$ cat config.mk
export PLATFORM = sky130hd
export DESIGN_NAME = sram_host_ctrl
export DESIGN_NICKNAME = d
export VERILOG_FILES = /design/src/sram_host_pkg.sv /design/src/sram_host_ctrl.sv
export SDC_FILE = /design/constraint.sdc
export NUM_CORES = 1
export LEC_CHECK = 0
export ABC_CLOCK_PERIOD_IN_PS = 1800
export BUFFER_PORTS_ARGS = -buffer_cell sky130_fd_sc_hd__clkbuf_2
export CORE_ASPECT_RATIO = 1.5
export CORE_UTILIZATION = 48
export DETAILED_ROUTE_END_ITERATION = 10
export PLACE_DENSITY = 0.79
export SLEW_MARGIN = 15
export SYNTH_ARGS = -nofsm -noshare
export SYNTH_HDL_FRONTEND = slang
export SYNTH_SLANG_ARGS = --single-unit
export TNS_END_PERCENT = 10
$ cat constraint.sdc
create_clock -name core_clk -period 1.8 [get_ports core_clk]
set_input_delay 0 -clock core_clk [delete_from_list [all_inputs] [get_ports core_clk]]
set_output_delay 0 -clock core_clk [all_outputs]
set_load 0.02 [all_outputs]
$ cat src/sram_host_pkg.sv
// Operation
// - Write enable stays high for every read access.
// - A write ends at the first of select or write enable going high.
// - Write pulse with output enable high lasts at least 7, 8 or 9 ns.
// - Write pulse with output enable low lasts at least 10, 12 or 15 ns.
// - Address and select stand at least 7, 8 or 9 ns before write end.
// - Address is valid before the write begins and holds until it ends; the code sets it at the same clock edge as write enable falls.
// - Lane selects are active at least 7, 8 or 9 ns before write end.
// - Write data stands at least 5, 6 or 7 ns before write end.
// - Write data and address hold at least 0 ns after write end.
// - The host avoids driving the data bus while the memory drives it.
package sram_host_pkg;

  // =====================================================================
  // Clock and timing, slowest grade (15 ns part) so every grade is met.
  // =====================================================================
  localparam int CLK_PERIOD_NS = 10;
  localparam int T_READ_CYCLE_NS = 15;
  localparam int T_WRITE_CYCLE_NS = 15;
  localparam int T_WRITE_PULSE_OE_LOW_NS = 15;
  localparam int T_DATA_SETUP_NS = 7;
  localparam int T_FLOAT_NS = 7;
  localparam int T_LOW_Z_NS = 3;

  localparam int READ_CYCLES = (T_READ_CYCLE_NS + CLK_PERIOD_NS - 1) / CLK_PERIOD_NS;
  localparam int WRITE_CYCLES = (T_WRITE_PULSE_OE_LOW_NS + CLK_PERIOD_NS - 1) / CLK_PERIOD_NS;
  localparam int SPACE_CYCLES = (T_WRITE_CYCLE_NS + CLK_PERIOD_NS - 1) / CLK_PERIOD_NS;
  localparam int FLOAT_CYCLES = (T_FLOAT_NS + CLK_PERIOD_NS - 1) / CLK_PERIOD_NS;
  localparam int TURN_CYCLES = FLOAT_CYCLES + (T_LOW_Z_NS + CLK_PERIOD_NS - 1) / CLK_PERIOD_NS;
  localparam int CNT_W = 3;

  localparam logic [CNT_W-1:0] READ_LAST = CNT_W'(READ_CYCLES);
  localparam logic [CNT_W-1:0] WRITE_LAST = CNT_W'(WRITE_CYCLES);
  localparam logic [CNT_W-1:0] SPACE_LAST = CNT_W'(SPACE_CYCLES);
  localparam logic [CNT_W-1:0] TURN_LAST = CNT_W'(TURN_CYCLES);

  // =====================================================================
  // Memory shape.
  // =====================================================================
  localparam int ADDR_W = 16;
  localparam int DATA_W = 16;
  localparam int LANES = 2;
  localparam logic [ADDR_W-1:0] ADDR_RESET = 16'h0000;
  localparam logic [DATA_W-1:0] DATA_RESET = 16'h0000;

  typedef enum logic [2:0]
  {
    ST_IDLE = 3'b000,
    ST_READ = 3'b001,
    ST_WRITE = 3'b010,
    ST_SPACE = 3'b011,
    ST_TURN = 3'b100
  } host_state_t;

  typedef struct packed
  {
    logic write;
    logic [ADDR_W-1:0] addr;
    logic [DATA_W-1:0] wdata;
    logic [LANES-1:0] lanes;
  } host_req_t;

  typedef struct packed
  {
    logic chip_select_n;
    logic write_enable_n;
    logic output_enable_n;
    logic low_lane_select_n;
    logic high_lane_select_n;
    logic [ADDR_W-1:0] word_address;
  } sram_pins_t;

  localparam sram_pins_t PINS_IDLE = '{1'b1, 1'b1, 1'b1, 1'b1, 1'b1, ADDR_RESET};

endpackage

$ cat src/sram_host_ctrl.sv
`timescale 1ns/100ps
`default_nettype none
module sram_host_ctrl
  import sram_host_pkg::*;
(
  // Clock and reset.
  input wire logic core_clk,
  input wire logic resetn,
  // User request side.
  input wire logic req_valid,
  output logic req_ready,
  input wire host_req_t req,
  output logic rsp_valid,
  output logic [DATA_W-1:0] rsp_data,
  // Memory pins.
  output sram_pins_t pins,
  input wire logic [DATA_W-1:0] shared_data_bus_in,
  output logic [DATA_W-1:0] shared_data_bus_out,
  output logic [LANES-1:0] shared_data_bus_oe
);

  // =====================================================================
  // State.
  // =====================================================================
  host_state_t state;
  host_state_t next_state;
  logic [CNT_W-1:0] cnt;
  logic [CNT_W-1:0] next_cnt;
  logic last_write;
  logic next_last_write;
  sram_pins_t next_pins;
  logic [DATA_W-1:0] next_bus_out;
  logic [LANES-1:0] next_bus_oe;
  logic next_rsp_valid;
  logic [DATA_W-1:0] next_rsp_data;
  logic take;
  logic turn_needed;

  assign req_ready = (state == ST_IDLE);
  assign take = req_valid && req_ready;
  assign turn_needed = (req.write != last_write);

  // =====================================================================
  // Next-value logic.
  // =====================================================================
  always_comb
  begin
    next_state = state;
    next_cnt = cnt;
    next_last_write = last_write;
    next_pins = pins;
    next_bus_out = shared_data_bus_out;
    next_bus_oe = shared_data_bus_oe;
    next_rsp_valid = 1'b0;
    next_rsp_data = rsp_data;
    case (state)
      ST_IDLE:
      begin
        if (take && turn_needed)
        begin
          next_state = ST_TURN;
          next_cnt = '0;
          next_last_write = req.write;
        end
        else if (take)
        begin
          next_cnt = 3'h1;
          next_pins.word_address = req.addr;
          next_pins.chip_select_n = 1'b0;
          next_pins.low_lane_select_n = ~req.lanes[0];
          next_pins.high_lane_select_n = ~req.lanes[1];
          if (req.write)
          begin
            next_state = ST_WRITE;
            next_pins.write_enable_n = ~(|req.lanes);
            next_pins.output_enable_n = 1'b1;
            next_bus_out = req.wdata;
            next_bus_oe = req.lanes;
          end
          else
          begin
            next_state = ST_READ;
            next_pins.write_enable_n = 1'b1;
            next_pins.output_enable_n = 1'b0;
            next_bus_oe = '0;
          end
        end
      end
      ST_TURN:
      begin
        next_cnt = cnt + 3'h1;
        if (cnt == TURN_LAST)
        begin
          next_state = ST_IDLE;
        end
      end
      ST_READ:
      begin
        next_cnt = cnt + 3'h1;
        if (cnt == READ_LAST)
        begin
          next_state = ST_SPACE;
          next_cnt = 3'h1;
          next_rsp_valid = 1'b1;
          next_rsp_data = shared_data_bus_in;
          next_pins = PINS_IDLE;
          next_pins.word_address = pins.word_address;
        end
      end
      ST_WRITE:
      begin
        next_cnt = cnt + 3'h1;
        if (cnt == WRITE_LAST)
        begin
          next_state = ST_SPACE;
          next_cnt = 3'h1;
          next_rsp_valid = 1'b1;
          next_pins.write_enable_n = 1'b1;
          next_pins.chip_select_n = 1'b1;
          next_pins.low_lane_select_n = 1'b1;
          next_pins.high_lane_select_n = 1'b1;
        end
      end
      ST_SPACE:
      begin
        next_cnt = cnt + 3'h1;
        next_bus_oe = '0;
        if (cnt == SPACE_LAST)
        begin
          next_state = ST_IDLE;
        end
      end
      default:
      begin
        next_state = ST_IDLE;
        next_pins = PINS_IDLE;
        next_bus_oe = '0;
      end
    endcase
  end

  // =====================================================================
  // Registers.
  // =====================================================================
  always_ff @(posedge core_clk or negedge resetn)
  begin
    if (!resetn)
    begin
      state <= ST_IDLE;
      cnt <= '0;
      last_write <= 1'b0;
      pins <= PINS_IDLE;
      shared_data_bus_out <= DATA_RESET;
      shared_data_bus_oe <= '0;
      rsp_valid <= 1'b0;
      rsp_data <= DATA_RESET;
    end
    else
    begin
      state <= next_state;
      cnt <= next_cnt;
      last_write <= next_last_write;
      pins <= next_pins;
      shared_data_bus_out <= next_bus_out;
      shared_data_bus_oe <= next_bus_oe;
      rsp_valid <= next_rsp_valid;
      rsp_data <= next_rsp_data;
    end
  end
endmodule
`default_nettype wire

; Yosys cells after proc, flatten, opt, wreduce, memory -nomap -nowiden
; Index checks and enable logic that the tools add are counted.
[classes]
addsub = 1
eq_ne = 13
n_mux = 25
n_bitwise = 8
reduce_logical = 18
[ops]
columns = op, count
row1 = $mux W21, 3
row2 = $pmux W16 S3, 1
row3 = $mux W3, 7
row4 = $pmux W3 S3, 2
row5 = $pmux W2 S4, 2
row6 = $mux W2, 6
row7 = $reduce_and A4 Y1, 3
row8 = $eq A3 B2 Y1 const B, 3
row9 = $not A1 Y1, 8
row10 = $ne A2 B1 Y1 const B, 3
row11 = $ne A2 B2 Y1 const B, 3
row12 = $reduce_and A2 Y1, 3
row13 = $reduce_and A3 Y1, 2
row14 = $reduce_or A2 Y1, 3
row15 = $reduce_or A3 Y1, 2
row16 = $reduce_and A5 Y1, 1
row17 = $pmux W2 S2, 1
row18 = $add A3 B1 Y3 const B, 1
row19 = $eq A3 B1 Y1 const B, 1
row20 = $eq A3 B3 Y1 const B, 1
row21 = $logic_not A3 Y1, 1
row22 = $ne A3 B1 Y1 const B, 1
row23 = $pmux W1 S3, 1
row24 = $reduce_bool A3 Y1, 1
row25 = other kinds (3), 5
[word_totals]
regBits = 63
input_bits = 54
output_inout_bits = 57
word_cells = 78

; Depth between registers and ports, before layout
; Gate-level depths: netlist (run 1).
[logic_depth]
word_depth = 6
ltp_mapped = 6
mapped_depth_nobuf = 6

; Least setup slack after synthesis (run 1)
; Ideal clock, no wire load.
[synth_timing]
kind = register to register
from = reg cnt[0]
to = reg rsp_data[0]
setup_time_ns = 0.125
arrival_time_ns = 1.505
t_required_ns = 1.675
path_slack_ns = 0.171
path_stages_with_launch = 7
path_buffers = 1
period_less_slack_ns = 1.629
path_cell_list = dfrtp_1 > inv_1 > ha_1 > nor2b_1 > nand3_4 > buf_6 > mux2_2
[synth_via]
elab_chain_len = 2
[synth_lines]
columns = item, line
row1 = start: declaration, sram_host_ctrl.sv:27  ; logic [CNT_W-1:0] cnt;
row2 = start signal: assignment, sram_host_ctrl.sv:161  ; cnt <= next_cnt;
row3 = $eq A3 B2 Y1, sram_host_ctrl.sv:100  ; if (cnt == READ_LAST)
row4 = $reduce_and A2 Y1 (no source line), n/a
row5 = end signal: assignment, sram_host_ctrl.sv:167  ; rsp_data <= next_rsp_data;
row6 = end: declaration, sram_host_ctrl.sv:14  ; output logic [DATA_W-1:0] rsp_data,
; No other way between the ends.
; A chain may end at the register's enable or synchronous reset.

; Worst setup path after layout (run 1)
[layout_timing]
from = reg state[0]
to = out req_ready
[layout_via]
elab_chain_len = 1
[layout_lines]
columns = item, line
row1 = start: declaration, sram_host_ctrl.sv:25  ; host_state_t state;
row2 = start signal: assignment, sram_host_ctrl.sv:160  ; state <= next_state;
row3 = $logic_not A3 Y1, sram_host_ctrl.sv:39  ; assign req_ready = (state == ST_IDLE);
row4 = end: declaration, sram_host_ctrl.sv:11  ; output logic req_ready,
; No other way between the ends.

==> impl_metrics.json, run 1 <==
{
  "status": "finished clean",
  "routed_wl_um": 7390,
  "portBuffers": 110,
  "ir_worst_vdd_v": 0.000944,
  "leakagePower_uw": 0.00204,
  "max_freq_mhz": 597,
  "syn_nets": 288,
  "seq_power_share": 0.344,
  "fin_skew_ps": 4.44,
  "path_clk_slew_ps": 70,
  "setup_slack_ps": 126,
  "antenna_found_initial": 0,
  "fp.dieW_um": 64.3,
  "pin_count": 111,
  "syn_avg_cell_area_sq_um": 12.0,
  "area_growth_pct": 51.2,
  "viasPerCell": 5.13,
  "drtAntennaViolNets": 0,
  "cts_sinks": 63,
  "final_cell_mix": "110 x clkbuf_2, 58 x dfrtp_1, 51 x dlygate4sd3_1, 38 x nand2_1, 35 x mux2_2",
  "place_hpwl_um": 4480,
  "ys_ff_latch": 63,
  "relSlewSlack": 0.700,
  "cts_tree": "yes",
  "drv_cap": 0,
  "grt_pass1_vias": 2501,
  "path_class": "register to primary output",
  "cts_inserted_buffers": 9,
  "yosys_warnings": 0,
  "core-area_sq_um": 5530,
  "period_share": 0.930,
  "num_vias": 2468,
  "cp.arrival_ps": 1670,
  "maxSlewViolCount": 0,
  "initial_utilization": 0.505,
  "synth_cell_types": 42,
  "power_density_nw_per_um2": 1690,
  "critical_path_peak_fanout": 18,
  "htreeDepth": 3,
  "grt_max_degree": 36,
  "hold_path_class": "input port to register",
  "crit_family": "flip-flops",
  "synth_top_cell_area_share": 0.519,
  "switching_share": 0.398,
  "tightest_slew_ps": 450,
  "drtPass1Iterations": 5,
  "cts_setup_buffers": 0,
  "ys_seq_area_frac": 0.567,
  "syn_inst": 232,
  "cts_root_buf": "clkbuf_8",
  "synth_area_leader_cell": "dfrtp_1",
  "nFillCells": 354,
  "worstSkewPairLatency_ps": 330,
  "place_congestion": 0.871,
  "routedWlPerCell_um": 15.4,
  "rsz0062_at_grt": "false",
  "worst_hold_slack_ps": 43.7,
  "route.detailed.drc": 0,
  "worstSetupEndpointType": "primary output",
  "grt_pass1_wl_um": 11700,
  "ctsLongestPathBuffers": 2,
  "critPathLaunchType": "register",
  "final_common_cell": "clkbuf_2",
  "power_frac_clock": 0.189,
  "place_ws_ps": 192,
  "fin_crit_ps": 1670,
  "die_area_sq_um": 6140,
  "finalSetupViolCount": 0,
  "std_cell_rows": 33,
  "synth_area_leaders": "dfrtp_1 52%, mux2_2 14%, nand2_1 5.1%",
  "power_uw": 7120,
  "grt-ovfl-total": 0,
  "ff2ff_setup_slack_ps": 190,
  "crit_required_ps": 1800,
  "die_h_um": 95.4,
  "final_layout_size_suffix_gt1_frac": 0.461,
  "cpMaxStageDelayCell": "dfrtp_1",
  "internal_power_uw": 4290,
  "tns_ps": 0,
  "finalHoldViolCount": 0,
  "fin_nets": 461,
  "drtIter0Drc": 96,
  "path_buf_inv": 2,
  "path_cells": "nor3_4, buf_4, clkbuf_2",
  "p_sw_uw": 2830,
  "p_comb_frac": 0.467,
  "track_usage": 0.258,
  "max_stage_delay_ps": 530,
  "syn_area_sq_um": 2790
}
==> power groups by stage <==
stage / registers (uW) / logic, uW / clock network (uW)
after global routing: 2530 / 3590 / 1450
after global placement: 2410 / 3130 / 0
after floorplan: 3060 / 1500 / 0
final: 2450 / 3330 / 1350
after CTS: 2430 / 3290 / 1390
after detailed placement: 2450 / 3200 / 0
==> stage by stage <==
stage	utilization	std cells	cell area [sq um]
2_1_floorplan	-	232	2790
3_3_place_gp	0.630	413	3480
3_5_place_dp	0.630	413	3480
4_1_cts	0.762	480	4220
5_1_grt	0.763	480	4220
6_report	0.763	481	4220
==> cell usage after synthesis, drive strengths merged <==
library cell and instances:
a211oi 2, a21o 1, a21oi 4, a221oi 1
a22oi 1, a2bb2oi 2, a311oi 2, a31o 1
a31oi 2, and3 3, and3b 1, buf 14
clkbuf 1, dfrtp 58, dfstp 5, ha 2
inv 2, maj3 1, mux2 35, nand2 38
nand2b 2, nand3 4, nor2 6, nor2b 1
nor3 7, nor3b 1, nor4 1, nor4b 1
o211a 1, o211ai 1, o21a 2, o21ai 21
o21bai 1, o311ai 1, o31ai 2, or3b 1
xnor2 3
==> kinds of logic after synthesis <==
logic type / count (synthesis) / synth area share
flops: 63 / 0.567
fa+ha+maj: 3 / 0.0125
mux: 35 / 0.141
compound gates: 45 / 0.103
buf+inv: 17 / 0.0425
xor+xnor: 3 / 0.00941
simple gates: 66 / 0.124
==> state kept, by name, indices dropped and copies added, names as in the netlist <==
signal               flops
shared_data_bus_oe       2
pins                    21
rsp_data                16
last_write               1
shared_data_bus_out     16
cnt                      3
state                    3
rsp_valid                1
==> worst paths after layout <==
kind / end / cells after the start / start
worst max register to register: cnt[0] / 5 / state[0]
worst min-delay path: last_write / 2 / req[34]
worst max-delay path: req_ready / 3 / state[0]
max in group asynchronous: pins[20] / 3 / resetn
min in group asynchronous: shared_data_bus_out[5] / 3 / resetn
worst min register to register: pins[11] / 2 / pins[11]
==> routing by layer <==
layer,up-vias,share of wire,GRT usage
met5,-,0,0
met4,0,0.023,0.128
met3,15,0.042,0.0610
met2,80,0.59,0.507
met1,1206,0.34,0.243
li1,1167,-,-
==> cell type report <==
class,instances,area (sq um),area share
sequential,63,1580,0.375
timing repair buffer,177,1220,0.289
tap,70,87.6,0.0207
antenna,1,2.50,0.000592
clock inverter,5,81.3,0.0193
inverter,2,7.51,0.00178
clock buffer,11,141,0.0335
multi-input combinational,152,1100,0.261
==> repair_timing <==
| action | CTS | global route |
|---|---|---|
| resized for setup | 0 | 1 |
| hold endpoints to repair | 109 | 0 |
| endpoints found under the setup margin | 0 | 1 |
| hold buffers | 51 | 0 |
No activity file was read; power rests on OpenSTA's default activity.
==> run 2, diff against run 1 <==
--- a/config.mk
+++ b/config.mk
@@ -11,6 +11,7 @@
 export CORE_UTILIZATION = 48
 export DETAILED_ROUTE_END_ITERATION = 10
 export PLACE_DENSITY = 0.79
+export REMOVE_ABC_BUFFERS = 1
 export SLEW_MARGIN = 15
 export SYNTH_ARGS = -nofsm -noshare
 export SYNTH_HDL_FRONTEND = slang
==> run 2 against run 1 <==
Against the previous run:
- register-to-register slack got worse by 80 ps
- combinational power decreased by 4%
- via count decreased by 2.4%
- sequential share of layout area increased by 0.49 points
- wire length decreased by 4.8%
- largest power group unchanged
- highest routed layer unchanged
==> impl_metrics.json, run 2 (synthesis gave the netlist of run 1 again) <==
{
  "ir_worst_vdd_v": 0.000904,
  "antenna_found_initial": 0,
  "drtAntennaViolNets": 0,
  "cts_tree": "yes",
  "path_class": "register to register",
  "status": "finished clean",
  "largest_register_ffs": 21,
  "leakagePower_uw": 0.00202,
  "final_common_cell": "clkbuf_2",
  "track_usage": 0.243,
  "fin_crit_ps": 1690,
  "antenna_cells": 0,
  "largest-register": "pins",
  "portBuffers": 110,
  "worstSkewPairLatency_ps": 330,
  "core-area_sq_um": 5530,
  "period_share": 0.941,
  "place_congestion": 0.828,
  "grt_pass1_vias": 2505,
  "ctsLongestPathBuffers": 2,
  "worstSetupEndpointType": "register",
  "cts_sinks": 63,
  "area_growth_pct": 49.4,
  "critPathLaunchType": "register",
  "routed_wl_um": 7030,
  "fin_nets": 461,
  "die_h_um": 95.4,
  "setup_slack_ps": 106,
  "num_vias": 2410,
  "drv_cap": 0,
  "max_freq_mhz": 590,
  "initial_utilization": 0.505,
  "crit_required_ps": 2010,
  "finalHoldViolCount": 0,
  "cp.arrival_ps": 1900,
  "routedWlPerCell_um": 14.6,
  "die_area_sq_um": 6140,
  "nFillCells": 355,
  "path_clk_slew_ps": 70,
  "hold_path_class": "input port to register",
  "rsz0062_at_grt": "false",
  "fin_skew_ps": 11.2,
  "place_ws_ps": 75.7,
  "grt-ovfl-total": 0,
  "cts_inserted_buffers": 9,
  "finalSetupViolCount": 0,
  "power_density_nw_per_um2": 1640,
  "cts_setup_buffers": 0,
  "relSlewSlack": 0.679,
  "critical_path_peak_fanout": 5,
  "cts_root_buf": "clkbuf_8",
  "final_layout_size_suffix_gt1_frac": 0.461,
  "fp.dieW_um": 64.3,
  "htreeDepth": 3,
  "viasPerCell": 5.02,
  "drtIter0Drc": 101,
  "final_cell_mix": "110 x clkbuf_2, 57 x dfrtp_1, 51 x dlygate4sd3_1, 38 x nand2_1, 35 x mux2_2",
  "grt_pass1_wl_um": 11100,
  "drtPass1Iterations": 5,
  "power_uw": 6850,
  "pin_count": 111,
  "place_hpwl_um": 4330,
  "multi_input_comb_area_sq_um": 1100,
  "seq_area_sq_um": 1580,
  "tightest_slew_ps": 482,
  "route.detailed.drc": 0,
  "tns_ps": 0,
  "std_cell_rows": 33,
  "maxSlewViolCount": 0,
  "grt_max_degree": 33,
  "top_regs": "pins: 21 flops, rsp_data: 16 flops, shared_data_bus_out: 16 flops"
}
-- run 2: per-stage QoR --
step	util	cell area, sq um	hold WS (ps)	cells
after floorplan	-	2680	-296	217
after global placement	0.628	3470	-53.7	413
after detailed placement	0.628	3470	-53.2	413
after CTS	0.753	4170	61.1	480
after global routing	0.754	4170	74.6	480
final	0.754	4170	63.5	480
-- run 2: cell type report --
cell class,instances,area share
Clock buffer,12,0.0324
Clock inverter,4,0.0114
Inverter,2,0.00180
Multi-Input combinational cell,152,0.265
Sequential cell,63,0.380
Tap cell,70,0.0210
Timing Repair Buffer,177,0.289
-- run 2: path summary, 6_finish.rpt --
| check | from | end | slack (ps) | cells past startpoint |
|---|---|---|---|---|
| max | cnt[0] | cnt[0] | 110 | 7 |
| min | req[34] | last_write | 60 | 2 |
| max reg2reg | cnt[0] | cnt[0] | 110 | 7 |
| min reg2reg | pins[3] | pins[3] | 490 | 2 |
| max in group asynchronous | resetn | pins[18] | 950 | 3 |
| min in group asynchronous | resetn | cnt[0] | 160 | 2 |
-- run 2: worst max-delay path, cell delays in order, from the launching register on --
cell,delay (ps)
dfrtp_1,430
inv_1,80
ha_1,230
nor2b_2,180
buf_4,150
o311ai_0,280
a31o_2,160
o21ai_0,70
-- run 2: layer usage --
metal / global-route usage / vias to the layer above / routed length, um
li1: - / 1162 / -
met2: 0.462 / 77 / 3970
met5: 0 / - / 0
met4: 0.156 / 0 / 168
met3: 0.0395 / 14 / 233
met1: 0.239 / 1157 / 2660
-- run 2: timing repair --
item                                    CTS  global route
endpoints found under the setup margin    0            14
hold buffers                             51             0
hold endpoints to repair                 66             0
gates resized for setup                   0             3
-- run 2: power breakdown --
part	switching, uW	internal [uW]
clock network	507	636
logic	1790	1400
registers	464	2060
==> run 3, diff against run 2 <==
--- a/config.mk
+++ b/config.mk
@@ -10,6 +10,7 @@
 export CORE_ASPECT_RATIO = 1.5
 export CORE_UTILIZATION = 48
 export DETAILED_ROUTE_END_ITERATION = 10
+export MAX_ROUTING_LAYER = met4
 export PLACE_DENSITY = 0.79
 export REMOVE_ABC_BUFFERS = 1
 export SLEW_MARGIN = 15
==> run 3 against run 2 <==
Against the previous run:
- critical path depth unchanged
- clock power about the same
- critical endpoint unchanged
- largest power group unchanged
- sequential cell count unchanged
- power up 0.12%
- final area unchanged
- utilization unchanged
- fmax down 0.16%
==> impl_metrics.json, run 3 (synthesis gave the netlist of run 1 again) <==
{
  "grt_max_degree": 33,
  "hold_path_class": "input port to register",
  "maxSlewViolCount": 0,
  "cts_inserted_buffers": 9,
  "relSlewSlack": 0.671,
  "period_share": 0.943,
  "portBuffers": 110,
  "initial_utilization": 0.505,
  "cp.arrival_ps": 1910,
  "grt_pass1_wl_um": 11100,
  "status": "finished clean",
  "path_cells": "inv_1, ha_1, nor2b_2, buf_4, o311ai_0, a31o_2, o21ai_0",
  "seq_power_share": 0.368,
  "final_cell_mix": "110 x clkbuf_2, 57 x dfrtp_1, 51 x dlygate4sd3_1, 38 x nand2_1, 35 x mux2_2",
  "max_freq_mhz": 589,
  "antenna_cells": 0,
  "switching_share": 0.404,
  "worstSkewPairLatency_ps": 330,
  "internal_power_uw": 4090,
  "path_buf_inv": 2,
  "cts_root_buf": "clkbuf_8",
  "crit_required_ps": 2010,
  "max_stage_delay_ps": 430,
  "drtIter0Drc": 96,
  "area_growth_pct": 49.4,
  "cpMaxStageDelayCell": "dfrtp_1",
  "route.detailed.drc": 0,
  "routed_wl_um": 7090,
  "ctsLongestPathBuffers": 2,
  "leakagePower_uw": 0.00202,
  "worst_hold_slack_ps": 75.1,
  "finalHoldViolCount": 0,
  "pin_count": 111,
  "design_area_sq_um": 4170,
  "power_density_nw_per_um2": 1640,
  "fin_skew_ps": 12.3,
  "power_frac_clock": 0.167,
  "path_class": "register to register",
  "drv_cap": 0,
  "antenna_found_initial": 0,
  "grt-ovfl-total": 0,
  "num_vias": 2427,
  "cts_tree": "yes",
  "htreeDepth": 3,
  "final_layout_size_suffix_gt1_frac": 0.461,
  "power_uw": 6860,
  "core-area_sq_um": 5530,
  "track_usage": 0.250,
  "critPathLaunchType": "register",
  "layout.cells.non_filler": 480,
  "critical_path_peak_fanout": 5,
  "final_common_cell": "clkbuf_2",
  "cts_sinks": 63,
  "die_area_sq_um": 6140,
  "std_cell_rows": 33,
  "crit_family": "compound AO/OA/AOI/OAI gates",
  "tightest_slew_ps": 493,
  "p_sw_uw": 2770,
  "drtPass1Iterations": 4,
  "fp.dieW_um": 64.3,
  "top_regs": "pins: 21 flops, rsp_data: 16 flops, shared_data_bus_out: 16 flops",
  "fin_nets": 461,
  "tns_ps": 0,
  "largest_register_ffs": 21,
  "finalSetupViolCount": 0,
  "grt_pass1_vias": 2507,
  "drtAntennaViolNets": 0,
  "p_comb_frac": 0.465,
  "dp_cells": 413,
  "rsz0062_at_grt": "false",
  "routedWlPerCell_um": 14.8,
  "cts_setup_buffers": 0,
  "place_congestion": 0.841,
  "place_hpwl_um": 4330,
  "worstSetupEndpointType": "register",
  "viasPerCell": 5.06,
  "die_h_um": 95.4,
  "fin_crit_ps": 1700,
  "largest-register": "pins",
  "path_clk_slew_ps": 70,
  "ir_worst_vdd_v": 0.000905,
  "place_area_sq_um": 3470
}
[run 3: cell counts in the layout (fill, tap and decap cells not counted)]
No cell type changed its count.
[run 3: repair_timing]
item | 4_1_cts | 5_1_grt
setup endpoints to repair | 0 | 14
hold buffers | 51 | 0
endpoints found under the hold margin | 66 | 0
resized for setup | 0 | 3
[run 3: routing by layer]
| layer | GRT usage | wire length, um | part of all wire | up-vias |
|---|---|---|---|---|
| met5 | - | 0 | 0 | - |
| met4 | 0.156 | 180 | 0.025 | 0 |
| met3 | 0.0383 | 257 | 0.036 | 16 |
| met2 | 0.463 | 4000 | 0.56 | 81 |
| met1 | 0.238 | 2660 | 0.37 | 1168 |
| li1 | - | - | - | 1162 |
[run 3: stage by stage]
step / utilization / setup WS [ps]
final: 0.754 / 103
after global routing: 0.754 / 10.7
after CTS: 0.753 / 66.7
after detailed placement: 0.628 / 75.7
after global placement: 0.628 / 122
after floorplan: - / -751
[run 3: worst paths after layout]
path / from / endpoint / slack (ps) / cells after the start
worst max-delay path: cnt[0] / cnt[0] / 100 / 7
worst min-delay path: req[34] / last_write / 80 / 2
worst max register to register: cnt[0] / cnt[0] / 100 / 7
worst min register to register: pins[3] / pins[3] / 490 / 2
max in group asynchronous: resetn / rsp_data[6] / 950 / 3
min in group asynchronous: resetn / cnt[0] / 160 / 2
[run 3: power groups by stage]
stage	Clock (uW)	Combinational (uW)	Sequential, uW
2_1_floorplan	0	1260	3160
3_3_place_gp	0	3000	2490
3_5_place_dp	0	3080	2520
4_1_cts	1160	3170	2500
5_1_grt	1230	3430	2600
6_report	1150	3190	2520
[run 3: layout make-up]
| type | instances | area, sq um |
|---|---|---|
| clock inverters | 4 | 47.5 |
| inverters | 2 | 7.51 |
| well taps | 70 | 87.6 |
| multi-input cells | 152 | 1100 |
| fillers | 355 | 1360 |
| flip-flops and latches | 63 | 1580 |
| repair buffers | 177 | 1210 |
| clock buffers | 12 | 135 |
[run 3: worst reg2reg max path, cell delays in order (launching register included)]
cell      delay [ps]
dfrtp_1          430
inv_1             80
ha_1             230
nor2b_2          180
buf_4            150
o311ai_0         280
a31o_2           160
o21ai_0           70
